`src/hdl/nvmac_defines.svh`:
```
// Offsets, field positions, reset values and timing defaults of the data memory controller
`ifndef NVMAC_DEFINES_SVH
`define NVMAC_DEFINES_SVH

// Register offsets in the special function space
`define NVMAC_OFS_CONTROL     8'h40
`define NVMAC_OFS_ADDRESS     8'h2A
`define NVMAC_OFS_DATA        8'h2B
`define NVMAC_OFS_BANK        8'h04

// Control register field positions
`define NVMAC_BIT_FETCH_START 0
`define NVMAC_BIT_FETCH_PERM  1
`define NVMAC_BIT_PROG_START  2
`define NVMAC_BIT_PROG_PERM   3

// Memory geometry
`define NVMAC_DEPTH           64
`define NVMAC_ADDR_W          6

// Reset values
`define NVMAC_RST_CONTROL     4'h0
`define NVMAC_RST_ADDRESS     6'h00
`define NVMAC_RST_DATA        8'h00
`define NVMAC_RST_BANK        1'b0

// Bank in which the control register lives
`define NVMAC_CONTROL_BANK    1'b1

// Cycle counts of the internal access timers
`define NVMAC_WRITE_CYCLES    1000
`define NVMAC_READ_CYCLES     4

`endif

```
`src/hdl/nvmac_pkg.sv`:
```
// Types shared by the data memory controller and its surroundings
package nvmac_pkg;

   // Special function access from the core, one request per cycle
   typedef struct packed {
      logic [7:0] addr;
      logic       indirect;
      logic       wr;
      logic       rd;
      logic [7:0] wdata;
   } nvmac_sfr_req_s;

   // Interrupt enables and acknowledges from the interrupt controller
   typedef struct packed {
      logic done_irq_enable;
      logic mf_irq_enable;
      logic global_irq_enable;
      logic done_flag_clear;
      logic mf_service_ack;
   } nvmac_irq_ctl_s;

   // Access sequencer states
   typedef enum logic [1:0] {
      NVMAC_IDLE  = 2'b00,
      NVMAC_READ  = 2'b01,
      NVMAC_WRITE = 2'b10
   } nvmac_state_e;

endpackage

```
`src/hdl/nvmac_ctrl.sv`:
```
// Byte-wide access controller for the 64-byte non-volatile data memory
`timescale 1ns/100ps
`include "nvmac_defines.svh"

// Summary of operation
// - Sixty-four bytes of storage addressed 0 to 63, separate from other memory.
// - Address register holds six bits; bits 7 and 6 read as zero.
// - Program permit must be one for writes; zero suppresses all writes.
// - Program start begins a write cycle; hardware clears it when done.
// - Program start with permit not already one starts no write.
// - Fetch permit must be one for reads; zero suppresses all reads.
// - Fetch start begins a read cycle unless program start is written with it; hardware clears it when done.
// - Fetch start with permit not already one starts no read.
// - Read byte lands in data register and stays until next access.
// - Write cycle timed internally; completion shown by start clear or flag.
// - Permit and start bits reset to zero; bits 7 to 4 read zero.
// - Cycle end sets done flag and shared flag; request needs three enables.
// - Servicing clears only the shared flag; software clears the done flag.
// - Bank select bit resets to bank 0, hiding the control register.
module nvmac_ctrl #(
   parameter int WRITE_CYCLES = `NVMAC_WRITE_CYCLES,
   parameter int READ_CYCLES  = `NVMAC_READ_CYCLES,
   parameter int DEPTH        = `NVMAC_DEPTH,
   parameter int ADDR_W       = `NVMAC_ADDR_W
) (
   input  wire logic                    ref_clk,
   input  wire logic                    reset,
   input  wire nvmac_pkg::nvmac_sfr_req_s sfr_req,
   input  wire nvmac_pkg::nvmac_irq_ctl_s irq_ctl,
   output logic [7:0]                   sfr_rdata,
   output logic                         nvm_done_flag,
   output logic                         mf_request_flag,
   output logic                         irq_request,
   output logic                         bank_select_bit
);
   import nvmac_pkg::*;

   // Timer width follows the write length, the longer of the two cycles
   localparam int CNT_W = $clog2(WRITE_CYCLES + 1);

   // Storage array; contents survive reset as non-volatile cells would
   // No reset branch on purpose: clearing it would turn every reset into an erase
   // Unwritten cells read unknown in simulation, like a fresh part
   logic [7:0]        nvm_mem [DEPTH];

   // Software-visible registers, sequencer state and working copies
   logic [ADDR_W-1:0] nvm_address_reg;
   logic [7:0]        nvm_data_reg;
   logic              program_permit;
   logic              program_start;
   logic              fetch_permit;
   logic              fetch_start;
   nvmac_state_e      state;
   nvmac_state_e      next_state;
   logic [CNT_W-1:0]  timer;
   logic [ADDR_W-1:0] cyc_addr;
   logic [7:0]        cyc_data;
   logic              cycle_end;

   // Decode results and control strobes
   logic              sel_ctrl;
   logic              sel_addr;
   logic              sel_data;
   logic              sel_bank;
   logic              wr_ctrl;
   logic              start_write;
   logic              start_read;
   logic [7:0]        ctrl_view;

   // Address decode: direct accesses always see bank 0
   // Only the indirect port honours the bank bit, so the control register
   // stays out of reach of any stray direct store
   always_comb begin
      sel_ctrl = sfr_req.indirect && (bank_select_bit == `NVMAC_CONTROL_BANK)
                 && (sfr_req.addr == `NVMAC_OFS_CONTROL);
      sel_addr = (sfr_req.addr == `NVMAC_OFS_ADDRESS)
                 && (!sfr_req.indirect || (bank_select_bit != `NVMAC_CONTROL_BANK));
      sel_data = (sfr_req.addr == `NVMAC_OFS_DATA)
                 && (!sfr_req.indirect || (bank_select_bit != `NVMAC_CONTROL_BANK));
      sel_bank = (sfr_req.addr == `NVMAC_OFS_BANK);
   end

   // Control write and start decisions; permits are judged on their old value
   // A start written together with its permit is refused, so one careless
   // store can never both arm and fire a cycle
   // Starts arriving while a cycle runs are dropped rather than queued
   always_comb begin
      wr_ctrl     = sfr_req.wr && sel_ctrl;
      start_write = wr_ctrl && (state == NVMAC_IDLE) && program_permit
                    && sfr_req.wdata[`NVMAC_BIT_PROG_START];
      start_read  = wr_ctrl && (state == NVMAC_IDLE) && fetch_permit
                    && sfr_req.wdata[`NVMAC_BIT_FETCH_START]
                    && !sfr_req.wdata[`NVMAC_BIT_PROG_START];
   end

   // Bank bit resets to 0 so the control register is hidden after power-up
   // bank select register
   always_ff @(posedge ref_clk) begin
      if (reset) begin
         bank_select_bit <= `NVMAC_RST_BANK;
      end else if (sfr_req.wr && sel_bank) begin
         bank_select_bit <= sfr_req.wdata[0];
      end
   end

   // Only six address bits are stored; the top two are not kept
   // six bit address register
   always_ff @(posedge ref_clk) begin
      if (reset) begin
         nvm_address_reg <= `NVMAC_RST_ADDRESS;
      end else if (sfr_req.wr && sel_addr) begin
         nvm_address_reg <= sfr_req.wdata[ADDR_W-1:0];
      end
   end

   // Read end beats a software store in the same cycle, so fetched data
   // is not lost to a store that raced the fetch
   // data register loaded by read end
   always_ff @(posedge ref_clk) begin
      if (reset) begin
         nvm_data_reg <= `NVMAC_RST_DATA;
      end else if (cycle_end && (state == NVMAC_READ) && fetch_permit) begin
         nvm_data_reg <= nvm_mem[cyc_addr];
      end else if (sfr_req.wr && sel_data) begin
         nvm_data_reg <= sfr_req.wdata;
      end
   end

   // Permit bits follow software writes at any time
   // Dropping a permit mid-cycle lets the cycle run out but cancels its effect
   // Trade-off: the flags still rise, so a cancelled cycle looks finished
   always_ff @(posedge ref_clk) begin
      if (reset) begin
         {program_permit, fetch_permit} <= 2'b00;
      end else if (wr_ctrl) begin
         program_permit <= sfr_req.wdata[`NVMAC_BIT_PROG_PERM];
         fetch_permit   <= sfr_req.wdata[`NVMAC_BIT_FETCH_PERM];
      end
   end

   // Start bits: set only on a taken start, cleared by hardware at the end
   // Software cannot clear a running start bit; only the sequencer ends a cycle
   always_ff @(posedge ref_clk) begin
      if (reset) begin
         {program_start, fetch_start} <= 2'b00;
      end else if (start_write) begin
         program_start <= 1'b1;
      end else if (start_read) begin
         fetch_start <= 1'b1;
      end else if (cycle_end) begin
         program_start <= 1'b0;
         fetch_start   <= 1'b0;
      end
   end

   // Sequencer next state
   // One cycle at a time; reads and writes share the timer and working copies
   always_comb begin
      next_state = state;
      case (state)
         NVMAC_IDLE: begin
            if (start_write) begin
               next_state = NVMAC_WRITE;
            end else if (start_read) begin
               next_state = NVMAC_READ;
            end
         end
         NVMAC_READ,
         NVMAC_WRITE: begin
            if (cycle_end) begin
               next_state = NVMAC_IDLE;
            end
         end
         default: begin
            next_state = NVMAC_IDLE;
         end
      endcase
   end

   // Sequencer state register
   always_ff @(posedge ref_clk) begin
      if (reset) begin
         state <= NVMAC_IDLE;
      end else begin
         state <= next_state;
      end
   end

   // The write timer counts ref_clk instead of a free-running oscillator;
   // software must still poll or wait for the flag, never count cycles itself
   // internal cycle timer
   always_ff @(posedge ref_clk) begin
      if (reset) begin
         timer <= '0;
      end else if (start_write) begin
         timer <= CNT_W'(WRITE_CYCLES - 1);
      end else if (start_read) begin
         timer <= CNT_W'(READ_CYCLES - 1);
      end else if (timer != '0) begin
         timer <= timer - CNT_W'(1);
      end
   end

   // Cycle end stands while the timer rests at zero in a busy state
   assign cycle_end = (state != NVMAC_IDLE) && (timer == '0);

   // Working copies let software set up the next access while one runs
   // capture address and data at start
   always_ff @(posedge ref_clk) begin
      if (reset) begin
         cyc_addr <= `NVMAC_RST_ADDRESS;
         cyc_data <= `NVMAC_RST_DATA;
      end else if (start_write || start_read) begin
         cyc_addr <= nvm_address_reg;
         cyc_data <= nvm_data_reg;
      end
   end

   // The array is written once, at the very end, so a cancelled write
   // leaves the old byte untouched
   // storage array commit
   // permit dropped mid-cycle blocks the commit
   always_ff @(posedge ref_clk) begin
      if (cycle_end && (state == NVMAC_WRITE) && program_permit) begin
         nvm_mem[cyc_addr] <= cyc_data;
      end
   end

   // Control register image as the core reads it
   // upper control bits read zero
   assign ctrl_view = {4'h0, program_permit, program_start, fetch_permit, fetch_start};

   // Read port; unmapped offsets answer zero
   // Registered read data holds between reads so the core can sample late
   always_ff @(posedge ref_clk) begin
      if (reset) begin
         sfr_rdata <= 8'h00;
      end else if (sfr_req.rd) begin
         if (sel_ctrl) begin
            sfr_rdata <= ctrl_view;
         end else if (sel_addr) begin
            sfr_rdata <= {2'b00, nvm_address_reg};
         end else if (sel_data) begin
            sfr_rdata <= nvm_data_reg;
         end else if (sel_bank) begin
            sfr_rdata <= {7'h00, bank_select_bit};
         end else begin
            sfr_rdata <= 8'h00;
         end
      end
   end

   // Set wins over a clear in the same cycle so a fresh completion is never lost
   // done flag, set beats clear
   always_ff @(posedge ref_clk) begin
      if (reset) begin
         nvm_done_flag <= 1'b0;
      end else if (cycle_end) begin
         nvm_done_flag <= 1'b1;
      end else if (irq_ctl.done_flag_clear) begin
         nvm_done_flag <= 1'b0;
      end
   end

   // Shared flag is this source's share of the multi-function request
   // shared flag set at cycle end
   always_ff @(posedge ref_clk) begin
      if (reset) begin
         mf_request_flag <= 1'b0;
      end else if (cycle_end) begin
         mf_request_flag <= 1'b1;
      end else if (irq_ctl.mf_service_ack) begin
         mf_request_flag <= 1'b0;
      end
   end

   // Own flag and shared flag must both stand; the request lags them one clock
   // request gated by all three enables
   always_ff @(posedge ref_clk) begin
      if (reset) begin
         irq_request <= 1'b0;
      end else begin
         irq_request <= nvm_done_flag && mf_request_flag && irq_ctl.done_irq_enable
                        && irq_ctl.mf_irq_enable && irq_ctl.global_irq_enable;
      end
   end

endmodule

```
`config.mk`:
```
export PLATFORM = sky130hd
export DESIGN_NAME = nvmac_ctrl
export DESIGN_NICKNAME = d
export VERILOG_FILES = /design/src/hdl/nvmac_pkg.sv /design/src/hdl/nvmac_ctrl.sv
export VERILOG_INCLUDE_DIRS = /design/src /design/src/hdl
export SDC_FILE = /design/constraint.sdc
export NUM_CORES = 1
export LEC_CHECK = 0
export BUFFER_PORTS_ARGS = -buffer_cell sky130_fd_sc_hd__buf_4
export CAP_MARGIN = 10
export CORE_AREA = 2 2 158 276
export CTS_CLUSTER_SIZE = 20
export DETAILED_ROUTE_END_ITERATION = 8
export DIE_AREA = 0 0 160 278
export GPL_TIMING_DRIVEN = 0
export PLACE_DENSITY_LB_ADDON = 0.2
export SLEW_MARGIN = 20
export SYNTH_ARGS = -nofsm -noshare
export SYNTH_HDL_FRONTEND = slang
export SYNTH_SLANG_ARGS = --single-unit
```
`constraint.sdc`:
```
create_clock -name ref_clk -period 3.8 [get_ports ref_clk]
set_clock_uncertainty 0.05 [all_clocks]
set_input_delay 0.57 -clock ref_clk [delete_from_list [all_inputs] [get_ports ref_clk]]
set_output_delay 0.57 -clock ref_clk [all_outputs]
set_load 0.005 [all_outputs]
```
==> out/qor.yml, run 1 <==
layout:
  largest_register_ffs: 512
  finalNonFillerCells: 1908
  antennaDiodeCount: 0
  area_delta_synth_final_pct: 12.6
  reg_top3: "nvm_mem x512, timer x10"
  fin_util: 0.602
  num-nets-final: 1340
  drive_gt1_frac: 0.272
  fill_cells: 3095
  top_register: "nvm_mem"
drt:
  avgRoutedWirePerCell_um: 30.2
  vias_per_cell: 6.24
  drc: 0
  detail_route.iter0.violations: 1131
  dr.pass1.iters: 5
  ant_nets: 0
  vias: 11915
  wl_mm: 57.6
synthesis:
  ys_ff_latch: 574
  ys_warn_count: 0
  synth_edf_count: 512
  syn_inst: 1214
  synth_cell_types: 60
  async_reset_ff_frac: 0
  ys_seq_area_frac: 0.735
  syn_area_um2: 22600
  syn_nets: 1245
  synth_top_area_share: 0.680
  synth-main-ff-cell: "edfxtp_1"
  synth.largest_area_cell: "edfxtp_1"
  syn_avg_cell_area_um2: 18.6
  yosys-top-cells-area: "edfxtp_1 (68%), mux4_2 (12%), dfxtp_1 (5.5%)"
timing:
  period_share: 0.982
  max_freq_ghz: 0.268
  maxSlewHeadroom: 0.239
  hold_slack_ns: 0.197
  setup_ws_ns: 0.0689
  fin_crit_ns: 3.73
  rsz0062_at_grt: "true"
  setup_viol: 0
  hold_viol_final: 0
  timing_max_transition_violations_final: 0
  worst_pin_slew_ns: 1.13
global_route:
  antenna_found_initial: 0
  overflow: 0
  grt_max_degree: 66
  grt_pass1_vias: 12353
  grt_pass1_wl_mm: 83.2
  grtUsageTotal: 0.262
place:
  dp_hpwl_mm: 39.2
  portBuffers: 37
  dp_slack_ns: -0.473
  globalplace.congestion: 0.922
  post-place-cells: 1817
die:
  die_x_um: 160
  core_area_um2: 42300
  dieArea_um2: 44500
  dieHeight_um: 278
  rows: 100
  ioPinCount: 38
  floorplan.initialDensity: 0.534
power:
  peakVddDrop_mv: 0.397
  power.density_nw_per_um2: 475
  power.leakage_uw: 0.00882
flow_run:
  cap_violations: 0
setup_path:
  crit_fanout: 9
  cp.required_ns: 3.96
  endpoint_kind: "flip-flop"
  reg2reg_depth: 7
  crit_type: "flip-flop to flip-flop"
  arrival_ns: 3.89
  cp-start-kind: "flip-flop"
cts:
  clockBufferDepth: 3
  cts_made_buffers: 48
  cts.sinks: 574
  clk_pin_slew_ns: 0.07
  insertion_delay_ns: 0.58
  clockRootBuffer: "clkbuf_16"
  htreeDepth: 2
  tritoncts: "yes"
worst_hold_path:
  min_path_cells: 3
  hp-class: "input pin to flip-flop"
outcome:
  status: "completed"
## Yosys cell counts, types with 5 or more instances
| cell type | number |
|---|---|
| ha_1 | 5 |
| dfxtp_1 | 62 |
| nor3_1 | 5 |
| a22o_1 | 9 |
| nand2b_1 | 10 |
| clkbuf_1 | 27 |
| buf_2 | 14 |
| nand4_1 | 5 |
| a22oi_1 | 26 |
| nand2_1 | 48 |
| buf_1 | 9 |
| buf_4 | 10 |
| mux4_2 | 121 |
| a221oi_1 | 9 |
| inv_1 | 9 |
| o22ai_1 | 10 |
| mux2i_1 | 61 |
| or4_1 | 5 |
| nor2_1 | 101 |
| a21oi_1 | 33 |
| o21ai_0 | 11 |
| mux2_2 | 14 |
| nor4_1 | 5 |
| edfxtp_1 | 512 |
| nand3_1 | 19 |
## critical path, cell delays in order (launching register included)
cell	delay [ns]
dfxtp_1	0.34
inv_1	0.12
ha_1	0.18
nor4b_1	0.47
nand4_2	0.34
nor3b_1	0.53
nand2_1	0.64
nor2_2	0.68
## cell families (layout without fill, tap and decap cells)
logic type      after synthesis  in the layout  synth area share
flops                       574            574             0.735
mux                         197            197             0.155
buf+inv                      70            203            0.0144
fa+ha+maj                     5              5           0.00277
simple gates                236            236            0.0522
compound gates              124            124            0.0373
xor+xnor                      8              8           0.00310
## routing by layer
layer,GRT usage,up-vias,wire length (um)
li1,-,5105,-
met1,0.297,6168,20000
met2,0.471,497,30600
met3,0.0373,145,3280
met4,0.155,0,3690
met5,0,-,0
## area by class of cell
class,count,area (um^2),share of cell area
Clock buffer,56,1250,0.0492
Clock inverter,32,249,0.00978
Multi-Input combinational cell,570,5840,0.230
Buffer,60,303,0.0119
Timing Repair Buffer,46,432,0.0170
Sequential cell,574,16600,0.654
Tap cell,561,702,0.0276
Inverter,9,33.8,0.00133
## stage by stage
step | instance area (um^2) | power (uW) | TNS (ns)
final | 25400 | 12100 | 0
after CTS | 25300 | 12100 | 0
after global routing | 25400 | 12400 | -26.32
after global placement | 23600 | 7410 | -38.24
after floorplan | 22600 | 7300 | 0
after detailed placement | 23700 | 7420 | -43.36
## power breakdown
part | internal, uW | total (uW) | switching, uW
Clock | 2580 | 4790 | 2220
Combinational | 183 | 421 | 239
Sequential | 6800 | 6860 | 56.7
Total | 9560 | 12100 | 2510
## layout by cell type (no fill, tap or decap), drive strengths merged, types with 11 or more instances in the layout
cell and instances:
nand2 48, buf 77, edfxtp 512, mux4 121, dfxtp 62, nand2b 11, clkbuf 83, a22oi 26
o21ai 11, inv 11, mux2 15, clkinv 20, mux2i 61, a21oi 33, nand3 19, nor2 101
## path summary, 6_finish.rpt
check	endpoint	start	slack (ns)
max	nvm_mem[48][4]	timer[0]	0.07
min	irq_request	irq_ctl[4]	0.20
max reg2reg	nvm_mem[48][4]	timer[0]	0.07
min reg2reg	irq_request	mf_request_flag	0.40
## timing repair
item                                    in CTS  in global routing
hold buffers                                 0                  0
setup buffers                                4                  0
resized for setup                           16                 54
pin swaps                                    1                  0
endpoints found under the setup margin     164                353
Note: power is estimated with default switching activity, not from simulation.
==> inputs of run 2 (changes only) <==
- CORE_AREA: 2 2 158 276 -> 2 2 164 287
- DIE_AREA: 0 0 160 278 -> 0 0 166 289
==> run 2 against run 1 <==
The run now ends with negative setup slack left. First-iteration DRC count is 10% higher. Maximum frequency is 3.9% lower. Total power up 1.1%. Routed wire length increased by 1.6%. Critical path depth stayed put. Worst hold slack improved by 0.012 ns. Worst setup slack worse by 0.15 ns. Sequential power about the same. Register-to-register slack worse by 0.15 ns. Count of clock-buffer cells in the layout rose by 6. Non-clock buffer count down 2. Critical endpoint is now nvm_mem[21][7]. Highest routed layer unchanged.
==> out/qor.yml, run 2 (same netlist as run 1, synthesis figures left out) <==
outcome:
  status: "finished with violations"
  violations: "negative setup slack"
global_route:
  antenna_found_initial: 0  # unchanged
  grt_pass1_wl_mm: 83.6  # +0.40%
  grt_pass1_vias: 12301  # -0.42%
  grt_max_degree: 66  # unchanged
  grtUsageTotal: 0.245  # -0.0176
  overflow: 0  # unchanged
cts:
  clk_pin_slew_ns: 0.06  # about the same
  cts_made_buffers: 49  # +2.1%
  cts.sinks: 574  # unchanged
  tritoncts: "yes"
  clockRootBuffer: "clkbuf_16"
  hold_buffers: 0  # unchanged
  insertion_delay_ns: 0.58  # about the same
  clockBufferDepth: 3  # unchanged
  htreeDepth: 2  # unchanged
layout:
  fill_cells: 3487  # +13%
  drive_gt1_frac: 0.265  # -0.00629
  reg_top3: "nvm_mem x512, timer x10"
  final_cell_mix: "edfxtp_1 (512), mux4_2 (121), mux2i_1 (61), nor2_2 (58), dfxtp_1 (54)"
  largest_register_ffs: 512  # unchanged
  num-nets-final: 1339  # -0.075%
  finalNonFillerCells: 1928  # +1.0%
  antennaDiodeCount: 0  # unchanged
  top_register: "nvm_mem"
  layout_commonest_cell: "edfxtp_1"
  area_delta_synth_final_pct: 12.8
drt:
  ant_nets: 0  # unchanged
  vias_per_cell: 6.14  # -1.7%
  dr.pass1.iters: 5  # unchanged
  vias: 11832  # -0.70%
  drc: 0  # unchanged
  wl_mm: 58.5  # +1.6%
  detail_route.iter0.violations: 1249  # +10%
  avgRoutedWirePerCell_um: 30.4  # +0.52%
die:
  die_x_um: 166  # +3.8%
  dieArea_um2: 48000  # +7.9%
  dieHeight_um: 289  # +4.0%
  rows: 104  # +4.0%
  floorplan.initialDensity: 0.495  # -0.0396
  ioPinCount: 38  # unchanged
  core_area_um2: 45700  # +8.0%
setup_path:
  crit_fanout: 8  # -1
  crit_type: "flip-flop to flip-flop"
  cp.required_ns: 3.96  # about the same
  cp-start-kind: "flip-flop"
  endpoint_kind: "flip-flop"
  arrival_ns: 4.04  # +0.15 ns
timing:
  setup_ws_ns: -0.0833  # -0.152 ns
  max_freq_ghz: 0.258  # -3.9%
  timing_max_transition_violations_final: 0  # unchanged
  period_share: 1.02  # +0.0401
  hold_viol_final: 0  # unchanged
  fin_tns_setup_ns: -1.56  # -1.56 ns
  rsz0062_at_grt: "true"
  worst_pin_slew_ns: 1.20  # +0.0656 ns
  fin_crit_ns: 3.88  # +0.152 ns
  setup_viol: 52  # +52
  maxSlewHeadroom: 0.201  # -0.0380
power:
  power.leakage_uw: 0.00884  # +0.32%
  peakVddDrop_mv: 0.395  # -0.55%
  power_uw: 12200  # +1.1%
  power.density_nw_per_um2: 479  # +0.94%
place:
  post-place-cells: 1839  # +1.2%
  portBuffers: 37  # unchanged
  dp_hpwl_mm: 39.9  # +1.7%
  globalplace.congestion: 0.920  # -0.15%
  dp_slack_ns: -0.478  # -0.00564 ns
flow_run:
  cap_violations: 0  # unchanged
worst_hold_path:
  hp-class: "input pin to flip-flop"
run 2: power breakdown:
group          leakage [uW]  switching [uW]  internal [uW]  total (uW)
clock              0.000750            2200           2720        4920
combinational       0.00193             241            183         424
sequential          0.00616            57.7           6810        6860
total               0.00884            2500           9710       12200
run 2: area by class of cell:
| class | count | area, um^2 | share of cell area |
|---|---|---|---|
| clock inverter | 26 | 228 | 0.00893 |
| sequential | 574 | 16600 | 0.652 |
| multi-input combinational | 570 | 5830 | 0.229 |
| clock buffer | 62 | 1320 | 0.0517 |
| buffer | 60 | 298 | 0.0117 |
| inverter | 9 | 33.8 | 0.00132 |
| tap | 583 | 729 | 0.0286 |
| timing repair buffer | 44 | 428 | 0.0168 |
run 2: path summary, 6_finish.rpt:
path,startpoint,end,slack (ns),cells after the start
setup / recovery,timer[0],nvm_mem[21][7],-0.08,7
hold / removal,irq_ctl[1],nvm_done_flag,0.21,3
setup reg to reg,timer[0],nvm_mem[21][7],-0.08,7
hold reg to reg,mf_request_flag,irq_request,0.41,2
run 2: layer usage:
metal / GRT usage / wire length (um)
met5: 0 / 0
met4: 0.147 / 3970
met3: 0.0329 / 3200
met2: 0.455 / 31400
met1: 0.266 / 19900
run 2: through the flow:
stage                      util  hold slack, ns  cell area [um^2]
after CTS                 0.556           0.195             25400
after global placement    0.517           0.399             23600
after global routing      0.558           0.226             25500
after detailed placement  0.520           0.409             23800
after floorplan               -           0.386             22600
final                     0.558           0.209             25500
run 2: timing repair:
item | CTS | global route
resized for setup | 29 | 35
setup buffers | 2 | 0
pin swaps | 2 | 0
setup endpoints to repair | 264 | 313
run 2: worst max-delay path: stages (launching register included):
cell and delay (ns):
dfxtp_1 0.33, inv_1 0.12, ha_1 0.19, or4b_2 0.65, nor4_1 0.48, and3_1 0.32, nand2_1 0.63, nor2_2 0.74
